File: src/design/aoc_map.vh
// aoc_map.vh: register indices, reset values, field positions and constants
// for the attenuator and overload control block.
// assumes: included by the block's single design file, word-aligned registers.
`ifndef AOC_MAP_VH
`define AOC_MAP_VH

// register indices, byte address is four times the index
`define AOC_IDX_MODE 10'h180
`define AOC_IDX_LVL_LO 10'h181
`define AOC_IDX_LVL_HI 10'h182
`define AOC_IDX_START 10'h183
`define AOC_IDX_STATUS 10'h184
`define AOC_IDX_THRESH 10'h188
`define AOC_IDX_PLEN 10'h189
`define AOC_IDX_BACKOFF 10'h18A
`define AOC_IDX_IRQ_STAT 10'h18C
`define AOC_IDX_IRQ_MASK 10'h18D
`define AOC_IDX_UNSTABLE 10'h18F

// reset values
`define AOC_RST_MODE 8'h00
`define AOC_RST_LVL 8'h0C
`define AOC_RST_START 8'h00
`define AOC_RST_CODE 5'h0C
`define AOC_RST_THRESH 8'h05
`define AOC_RST_PLEN 8'h01
`define AOC_RST_BACKOFF 8'h06
`define AOC_RST_IRQ 2'h0

// field positions
`define AOC_MODE_BIT 0
`define AOC_PIN_BIT 7
`define AOC_RSV_HI 6
`define AOC_RSV_LO 5
`define AOC_CODE_HI 4
`define AOC_THR_HI 2
`define AOC_PLEN_HI 4
`define AOC_STEP_HI 4
`define AOC_FLAG_BIT 0
`define AOC_CLR_BIT 1
`define AOC_IRQ_OVL 0
`define AOC_IRQ_STEP 1
`define AOC_IRQ_HI 1

// code range and detector constants
`define AOC_MAX_CODE 5'h1B
`define AOC_ONE_CODE 5'h01
`define AOC_ZERO_CODE 5'h00
`define AOC_FS_POS 5'h08
`define AOC_FS_NEG 5'h18
`define AOC_GRP_LAST 3'h7
`define AOC_PULSE_LSBS 3'h7
`define AOC_CNT_ZERO 8'h00

// bus constants
`define AOC_HTRANS_NONSEQ_BIT 1
`define AOC_HRESP_OKAY 1'b0
`define AOC_DATA_ZERO 32'h00000000

`endif

File: src/design/aoc_top.v
// aoc_top.v: attenuator control with converter overload protection,
// AHB-Lite register slave and a level interrupt.
// assumes: gain pins are asynchronous; converter samples arrive on mclk.
`timescale 1ns/1ps
`default_nettype none
`include "aoc_map.vh"

module aoc_top
(
  // clock and reset
  input wire mclk,
  input wire nrst,
  // ahb-lite slave
  input wire hsel,
  input wire [31:0] haddr,
  input wire [1:0] htrans,
  input wire hwrite,
  input wire [2:0] hsize,
  input wire [31:0] hwdata,
  input wire hready,
  output reg [31:0] hrdata_q,
  output reg hreadyout_q,
  output reg hresp_q,
  // gain control pins
  input wire gain_down_pin,
  input wire gain_select_up_pin,
  // converter samples, mclk domain
  input wire sample_valid,
  input wire [4:0] sample_data,
  // attenuator and converter controls
  output reg [4:0] atten_code_q,
  output reg atten_enable_q,
  output reg converter_reset_q,
  // interrupt
  output reg irq_q
);

  function [4:0] aoc_sat_add;
    input [4:0] a;
    input [4:0] b;
    reg [5:0] s;
    begin
      s = {1'b0, a} + {1'b0, b};
      if (s > {1'b0, `AOC_MAX_CODE})
        aoc_sat_add = `AOC_MAX_CODE;
      else
        aoc_sat_add = s[4:0];
    end
  endfunction

  function [4:0] aoc_sat_dec;
    input [4:0] a;
    begin
      if (a > `AOC_MAX_CODE)
        aoc_sat_dec = `AOC_MAX_CODE;
      else if (a == `AOC_ZERO_CODE)
        aoc_sat_dec = `AOC_ZERO_CODE;
      else
        aoc_sat_dec = a - `AOC_ONE_CODE;
    end
  endfunction

  // register file
  reg [7:0] mode_q;
  reg [7:0] lvl_lo_q;
  reg [7:0] lvl_hi_q;
  reg [7:0] start_q;
  reg [1:0] status_rsv_q;
  reg [7:0] thresh_q;
  reg [7:0] plen_q;
  reg [7:0] backoff_q;
  reg unstable_q;
  reg [`AOC_IRQ_HI:0] irq_stat_q;
  reg [`AOC_IRQ_HI:0] irq_mask_q;

  // bus state
  reg wr_pend_q;
  reg rd_pend_q;
  reg [9:0] addr_q;

  // pin synchronisers and edge history
  reg down_s1_q;
  reg down_s2_q;
  reg down_s3_q;
  reg up_s1_q;
  reg up_s2_q;
  reg up_s3_q;

  // attenuation state
  reg [4:0] cur_q;
  reg [4:0] cur_d;
  reg [4:0] sel_prev_q;
  reg mode_prev_q;

  // overload detector
  reg [2:0] grp_idx_q;
  reg [3:0] fs_cnt_q;
  reg [7:0] pulse_cnt_q;

  wire addr_phase;
  wire wr_now;
  wire [9:0] wr_idx;
  wire [7:0] wdat;
  wire step_mode;
  wire [4:0] sel_val;
  wire down_edge;
  wire up_edge;
  wire is_fs;
  wire [3:0] fs_total;
  wire ovl_evt;
  wire step_evt;
  reg [31:0] rd_mux;
  reg [`AOC_IRQ_HI:0] irq_stat_d;

  assign addr_phase = hsel & hready & htrans[`AOC_HTRANS_NONSEQ_BIT];
  assign wr_now = wr_pend_q;
  assign wr_idx = addr_q;
  assign wdat = hwdata[7:0];
  assign step_mode = mode_q[`AOC_MODE_BIT];

  // level select from the synchronised pin
  assign sel_val = up_s2_q ? lvl_hi_q[`AOC_CODE_HI:0] : lvl_lo_q[`AOC_CODE_HI:0];
  assign down_edge = down_s2_q & ~down_s3_q;
  assign up_edge = up_s2_q & ~up_s3_q;
  assign step_evt = step_mode & (down_edge | up_edge);

  // full scale is exactly plus or minus eight
  assign is_fs = sample_valid & ((sample_data == `AOC_FS_POS) | (sample_data == `AOC_FS_NEG));
  assign fs_total = fs_cnt_q + {3'h0, is_fs};
  // a group that closes while the pulse runs does not retrigger it
  assign ovl_evt = sample_valid & (grp_idx_q == `AOC_GRP_LAST) &
    (fs_total > {1'b0, thresh_q[`AOC_THR_HI:0]}) & ~converter_reset_q;

  // bus front end: writes take no wait, reads one wait state
  always @(posedge mclk or negedge nrst)
  begin
    if (!nrst)
    begin
      wr_pend_q <= 1'b0;
      rd_pend_q <= 1'b0;
      addr_q <= 10'h000;
      hreadyout_q <= 1'b1;
      hresp_q <= `AOC_HRESP_OKAY;
      hrdata_q <= `AOC_DATA_ZERO;
    end
    else
    begin
      hresp_q <= `AOC_HRESP_OKAY;
      wr_pend_q <= addr_phase & hwrite;
      if (addr_phase)
        addr_q <= haddr[11:2];
      if (addr_phase & ~hwrite)
      begin
        rd_pend_q <= 1'b1;
        hreadyout_q <= 1'b0;
      end
      else if (rd_pend_q)
      begin
        rd_pend_q <= 1'b0;
        hreadyout_q <= 1'b1;
        hrdata_q <= rd_mux;
      end
    end
  end

  // read decode, unmapped reads as zero
  always @*
  begin
    rd_mux = `AOC_DATA_ZERO;
    if (addr_q == `AOC_IDX_MODE)
      rd_mux[7:0] = mode_q;
    else if (addr_q == `AOC_IDX_LVL_LO)
      rd_mux[7:0] = lvl_lo_q;
    else if (addr_q == `AOC_IDX_LVL_HI)
      rd_mux[7:0] = lvl_hi_q;
    else if (addr_q == `AOC_IDX_START)
      rd_mux[7:0] = start_q;
    else if (addr_q == `AOC_IDX_STATUS)
    begin
      rd_mux[`AOC_PIN_BIT] = up_s2_q;
      rd_mux[`AOC_RSV_HI:`AOC_RSV_LO] = status_rsv_q;
      rd_mux[`AOC_CODE_HI:0] = cur_q;
    end
    else if (addr_q == `AOC_IDX_THRESH)
      rd_mux[7:0] = thresh_q;
    else if (addr_q == `AOC_IDX_PLEN)
      rd_mux[7:0] = plen_q;
    else if (addr_q == `AOC_IDX_BACKOFF)
      rd_mux[7:0] = backoff_q;
    else if (addr_q == `AOC_IDX_IRQ_STAT)
      rd_mux[`AOC_IRQ_HI:0] = irq_stat_q;
    else if (addr_q == `AOC_IDX_IRQ_MASK)
      rd_mux[`AOC_IRQ_HI:0] = irq_mask_q;
    else if (addr_q == `AOC_IDX_UNSTABLE)
      rd_mux[`AOC_FLAG_BIT] = unstable_q;
  end

  // software registers
  always @(posedge mclk or negedge nrst)
  begin
    if (!nrst)
    begin
      mode_q <= `AOC_RST_MODE;
      lvl_lo_q <= `AOC_RST_LVL;
      lvl_hi_q <= `AOC_RST_LVL;
      start_q <= `AOC_RST_START;
      status_rsv_q <= 2'h0;
      thresh_q <= `AOC_RST_THRESH;
      plen_q <= `AOC_RST_PLEN;
      backoff_q <= `AOC_RST_BACKOFF;
      irq_mask_q <= `AOC_RST_IRQ;
    end
    else if (wr_now)
    begin
      if (wr_idx == `AOC_IDX_MODE)
        mode_q <= wdat;
      else if (wr_idx == `AOC_IDX_LVL_LO)
        lvl_lo_q <= wdat;
      else if (wr_idx == `AOC_IDX_LVL_HI)
        lvl_hi_q <= wdat;
      else if (wr_idx == `AOC_IDX_START)
        start_q <= wdat;
      else if (wr_idx == `AOC_IDX_STATUS)
        status_rsv_q <= wdat[`AOC_RSV_HI:`AOC_RSV_LO];
      else if (wr_idx == `AOC_IDX_THRESH)
        thresh_q <= wdat;
      else if (wr_idx == `AOC_IDX_PLEN)
        plen_q <= wdat;
      else if (wr_idx == `AOC_IDX_BACKOFF)
        backoff_q <= wdat;
      else if (wr_idx == `AOC_IDX_IRQ_MASK)
        irq_mask_q <= wdat[`AOC_IRQ_HI:0];
    end
  end

  // sticky flag: a new event beats a clear in the same cycle
  always @(posedge mclk or negedge nrst)
  begin
    if (!nrst)
      unstable_q <= 1'b0;
    else if (ovl_evt)
      unstable_q <= 1'b1;
    else if (wr_now & (wr_idx == `AOC_IDX_UNSTABLE) & wdat[`AOC_CLR_BIT])
      unstable_q <= 1'b0;
  end

  // interrupt status, write one to clear, set wins
  always @*
  begin
    irq_stat_d = irq_stat_q;
    if (wr_now & (wr_idx == `AOC_IDX_IRQ_STAT))
      irq_stat_d = irq_stat_q & ~wdat[`AOC_IRQ_HI:0];
    if (ovl_evt)
      irq_stat_d[`AOC_IRQ_OVL] = 1'b1;
    if (step_evt)
      irq_stat_d[`AOC_IRQ_STEP] = 1'b1;
  end

  always @(posedge mclk or negedge nrst)
  begin
    if (!nrst)
    begin
      irq_stat_q <= `AOC_RST_IRQ;
      irq_q <= 1'b0;
    end
    else
    begin
      irq_stat_q <= irq_stat_d;
      irq_q <= |(irq_stat_d & irq_mask_q);
    end
  end

  // two-flop pin synchronisers, third stage only for edges
  always @(posedge mclk or negedge nrst)
  begin
    if (!nrst)
    begin
      down_s1_q <= 1'b0;
      down_s2_q <= 1'b0;
      down_s3_q <= 1'b0;
      up_s1_q <= 1'b0;
      up_s2_q <= 1'b0;
      up_s3_q <= 1'b0;
    end
    else
    begin
      down_s1_q <= gain_down_pin;
      down_s2_q <= down_s1_q;
      down_s3_q <= down_s2_q;
      up_s1_q <= gain_select_up_pin;
      up_s2_q <= up_s1_q;
      up_s3_q <= up_s2_q;
    end
  end

  // current attenuation: one value shared by both modes and the backoff
  always @*
  begin
    cur_d = cur_q;
    if (step_mode)
    begin
      if (!mode_prev_q)
        cur_d = start_q[`AOC_CODE_HI:0];
      else if (down_edge & ~up_edge)
        cur_d = aoc_sat_dec(cur_q);
      else if (up_edge & ~down_edge)
        cur_d = aoc_sat_add(cur_q, `AOC_ONE_CODE);
    end
    else if (mode_prev_q | (sel_val != sel_prev_q))
      cur_d = sel_val;
    // backoff wins over a pin step in the same cycle
    if (ovl_evt & (cur_q <= `AOC_MAX_CODE))
      cur_d = aoc_sat_add(cur_q, backoff_q[`AOC_STEP_HI:0]);
  end

  always @(posedge mclk or negedge nrst)
  begin
    if (!nrst)
    begin
      cur_q <= `AOC_RST_CODE;
      sel_prev_q <= `AOC_RST_CODE;
      mode_prev_q <= 1'b0;
      atten_code_q <= `AOC_RST_CODE;
      atten_enable_q <= 1'b1;
    end
    else
    begin
      cur_q <= cur_d;
      sel_prev_q <= sel_val;
      mode_prev_q <= step_mode;
      atten_code_q <= cur_d;
      atten_enable_q <= (cur_d <= `AOC_MAX_CODE);
    end
  end

  // overload detector over eight-sample groups and reset pulse
  always @(posedge mclk or negedge nrst)
  begin
    if (!nrst)
    begin
      grp_idx_q <= 3'h0;
      fs_cnt_q <= 4'h0;
      pulse_cnt_q <= `AOC_CNT_ZERO;
      converter_reset_q <= 1'b0;
    end
    else
    begin
      if (sample_valid)
      begin
        grp_idx_q <= grp_idx_q + 3'h1;
        if (grp_idx_q == `AOC_GRP_LAST)
          fs_cnt_q <= 4'h0;
        else
          fs_cnt_q <= fs_total;
      end
      if (ovl_evt)
      begin
        converter_reset_q <= 1'b1;
        pulse_cnt_q <= {plen_q[`AOC_PLEN_HI:0], `AOC_PULSE_LSBS};
      end
      else if (converter_reset_q)
      begin
        if (pulse_cnt_q == `AOC_CNT_ZERO)
          converter_reset_q <= 1'b0;
        else
          pulse_cnt_q <= pulse_cnt_q - 8'h01;
      end
    end
  end

endmodule // aoc_top

`default_nettype wire

File: config.mk
export PLATFORM = sky130hd
export DESIGN_NAME = aoc_top
export DESIGN_NICKNAME = d
export VERILOG_FILES = /design/src/design/aoc_top.v
export VERILOG_INCLUDE_DIRS = /design/src /design/src/design
export SDC_FILE = /design/constraint.sdc
export NUM_CORES = 1
export LEC_CHECK = 0
export ABC_AREA = 1
export BUFFER_PORTS_ARGS = -buffer_cell sky130_fd_sc_hd__buf_2
export CORE_ASPECT_RATIO = 0.9
export CORE_MARGIN = 3
export CORE_UTILIZATION = 50
export DETAILED_ROUTE_END_ITERATION = 10
export PLACE_DENSITY_LB_ADDON = 0.08
export SYNTH_ARGS = -nofsm -noshare
export SYNTH_HDL_FRONTEND = slang
export SYNTH_SLANG_ARGS = --single-unit
File: constraint.sdc
create_clock -name mclk -period 2.5 [get_ports mclk]
set_input_delay 0.125 -clock mclk [delete_from_list [all_inputs] [get_ports mclk]]
set_output_delay 0.125 -clock mclk [all_outputs]
set_load 0.01 [all_outputs]
==> metrics <==
status=finished, final reports clean; Period Utilization, post-route=0.9234; DRC viols=0; initial antenna violation count=0; pwr/cell area=773.0 nW/µm²; reg2reg end=atten_enable_q$_DFF_PN1_; cells on worst reg2reg path=15; Yosys reg bits=119; H-tree levels=4; DR vias/cell=5.173; Hold Worst Slack=0.06233 ns; data arrival time of the worst path=2.64 ns; Core ar.=12780 µm²; critical path class=register to register; Layout Utilization=0.6083; Worst-Margin Slew=0.5516 ns; synthesis-to-layout area growth=17.82%; Final Non-Filler Cells=1103; Die Width=127.1 µm; # port buffers=47; Clock Sink Count=119; Max rail drop VDD=0.5118 mV; vias in the first global route=5226; Initial Util=0.5163; reg2reg setup slack=0.19 ns; P_leak=0.004050 µW; DRT antenna net count=0; number of core rows=39; final setup vio count=0; commonest register cell after synthesis=dfrtp_1; final WL=15970 µm; Max Root-Sink Buffers=2; CP endpoint kind=register; post-CTS setup buffers=0; GR Util All Layers=0.2283; delay-heaviest family, CP=adder cells; Fill cells=1162; critical path's slowest cell=dfrtp_1; largest net degree at the start of global routing=85; critical-path maximum fanout=4; Multi-input gate area=3097 µm²; first-pass GRT wire length=26240 µm; dpl hpwl=11220 µm; GR Overflow Total=0; CTS tree=built; later-pin clock latency in the skew report=0.42 ns; TritonRoute pass-1 iters=5; Placed Cells=1054; CTS Buf Count=17; Top Ports=124; RR Startpoint=fs_cnt_q[0]$_DFFE_PN0P_; Routed WL per cell=14.47 µm; routability congestion estimate from global placement=0.9382; Yosys cell types=44; clock root cell=clkbuf_16; Vias=5706; minimum clock period=2.309 ns; Critical Path, Cell by Cell=ha_1 -> ha_1 -> ha_1 -> inv_1 -> o21bai_1 -> nand2_1 -> nand2_1 -> nand2_1 -> nand2_1 -> nand2_1 -> nor2_2 -> buf_4 -> a21oi_1 -> a21oi_2 -> nand3_1; CP max stage delay=0.37 ns; Final Hold Fails=0; Mean Syn Cell Area=7.775 µm²; Post-Synthesis Cells=849; skew final=0.01377 ns; WP data required=2.83 ns; sequential share of the synthesized area=0.4539; Yosys warning total=0; Final Total Pwr=6012 µW; relative slew slack=0.6323; EDFF count, synth=0; layout cells sized above 1=0.1534; worst hold path class=input port to async pin; post-layout net count=1025; critical path's most frequent cell=nand2_1; clock slew at the register clock pins of the worst setup and hold paths=0.05 ns; Worst setup SP type=register; ys async rst share=1.000; CP bufs+invs=2; ANT cells=0; Die Height=115.0 µm; max-cap viol count=0; Cell Area, Synth=6601 µm²; Sequential Area=2997 µm²; pins over their slew limit=0; die area=14620 µm²; highest clock rate=0.4332 GHz; initial drt markers=446; setup TNS=0 ns
[cells in the mapped netlist (2+ instances only)]
cell type,count,area [µm²]
ha_1,16,200.2
o21ai_0,72,360.4
clkbuf_1,8,30.03
nor2_8,2,40.04
nor3_1,6,30.03
buf_4,26,195.2
nor2_2,3,18.77
nand3_4,2,35.03
o21a_1,7,52.55
dfstp_2,15,394.1
a21oi_1,38,190.2
nand3_1,38,190.2
nand2_1,252,945.9
nand3b_1,4,30.03
xor2_1,6,52.55
buf_6,3,33.78
xnor2_1,5,43.79
nor4_1,3,18.77
nand2_2,14,87.58
nor2_1,85,319.1
dfrtp_1,104,2603
inv_2,7,26.28
nand4_1,14,87.58
nor2_4,9,101.4
o21ai_1,8,40.04
inv_1,79,296.5
o211ai_1,6,45.04
[logic make-up after synthesis]
kind of cell / synth area share
DFF: 0.4539
and+or+nand+nor: 0.2959
adders and majority gates: 0.03336
xor gates and xnor gates: 0.01459
buffers and inverters: 0.09136
AOI/OAI and AO/OA: 0.1103
other: 0.0005681
[flip-flops by register name, indices dropped and copies added, names as in the netlist, 8 cells and up]
name	cells
mode_q	8
lvl_lo_q	8
plen_q	8
lvl_hi_q	8
pulse_cnt_q	8
thresh_q	8
start_q	8
backoff_q	8
addr_q	10
hrdata_q	8
[worst reg2reg max path, delay by kind of cell, from the launching register on]
kind | cells | cell delay, ns
buffers and inverters | 2 | 0.19
adder cells (fa/ha/maj) | 3 | 0.84
flip-flops | 1 | 0.37
AO/OA/AOI/OAI | 3 | 0.32
AND/OR/NAND/NOR | 7 | 0.54
[worst max path at each step]
stage / start / to / slack [ns] / cells past startpoint
2_1_floorplan: fs_cnt_q[0]$_DFFE_PN0P_ / cur_q[1]$_DFF_PN0_ / 0.32 / 14
3_3_place_gp: sample_valid / atten_enable_q$_DFF_PN1_ / 0.17 / 18
3_5_place_dp: sample_valid / atten_enable_q$_DFF_PN1_ / 0.09 / 18
4_1_cts: fs_cnt_q[0]$_DFFE_PN0P_ / atten_enable_q$_DFF_PN1_ / 0.16 / 15
5_1_grt: fs_cnt_q[0]$_DFFE_PN0P_ / atten_enable_q$_DFF_PN1_ / -0.005 / 15
6_report: fs_cnt_q[0]$_DFFE_PN0P_ / atten_enable_q$_DFF_PN1_ / 0.19 / 15
[what timing repair did]
item / CTS / global route
resized for setup: 0 / 2
setup endpoints to repair: 0 / 3
hold buffers: 17 / 0
endpoints found under the hold margin: 123 / 0
[layout by cell type, fill, tap and decap left out, types with 7 or more instances in the layout]
| cell | n |
|---|---|
| nand2_1 | 251 |
| dfrtp_1 | 104 |
| nor2_1 | 84 |
| inv_1 | 79 |
| o21ai_0 | 72 |
| buf_2 | 46 |
| nand3_1 | 38 |
| a21oi_1 | 38 |
| conb_1 | 25 |
| clkbuf_16 | 17 |
| dlygate4sd3_1 | 17 |
| ha_1 | 16 |
| nand2_2 | 15 |
| dfstp_2 | 15 |
| nand4_1 | 14 |
| nor2_4 | 9 |
| buf_4 | 9 |
| o21ai_1 | 8 |
| inv_2 | 7 |
| o21a_1 | 7 |
[metal layers]
layer | share of wire | wire length [µm] | vias up | global-route usage
met1 | 0.47 | 7515 | 2656 | 0.3250
met3 | 0.065 | 1034 | 25 | 0.06177
met4 | 0.014 | 231 | 0 | 0.06576
met2 | 0.45 | 7182 | 177 | 0.3459
met5 | 0 | 0 | - | 0
li1 | - | - | 2848 | -
[where the power goes]
group / leakage (µW) / internal [µW] / switching (µW)
registers: 0.00125 / 2060 / 158
logic: 0.00249 / 379 / 685
clock network: 0.000312 / 1830 / 900
[cell type report]
type,count,area share
tap,164,0.02638
multi-input combinational,627,0.3982
clock inverter,10,0.02461
timing repair buffer,73,0.06274
inverter,88,0.04311
clock buffer,22,0.05968
sequential,119,0.3853
[per-stage QoR]
step | cell area [µm²] | setup WS, ns
finish | 7777 | 0.1914
global route | 7777 | -0.004821
CTS | 7772 | 0.1595
detailed placement | 6947 | 0.08932
global placement | 6947 | 0.1731
floorplan | 6691 | 0.3191
Note: power is estimated with default switching activity, not from simulation.
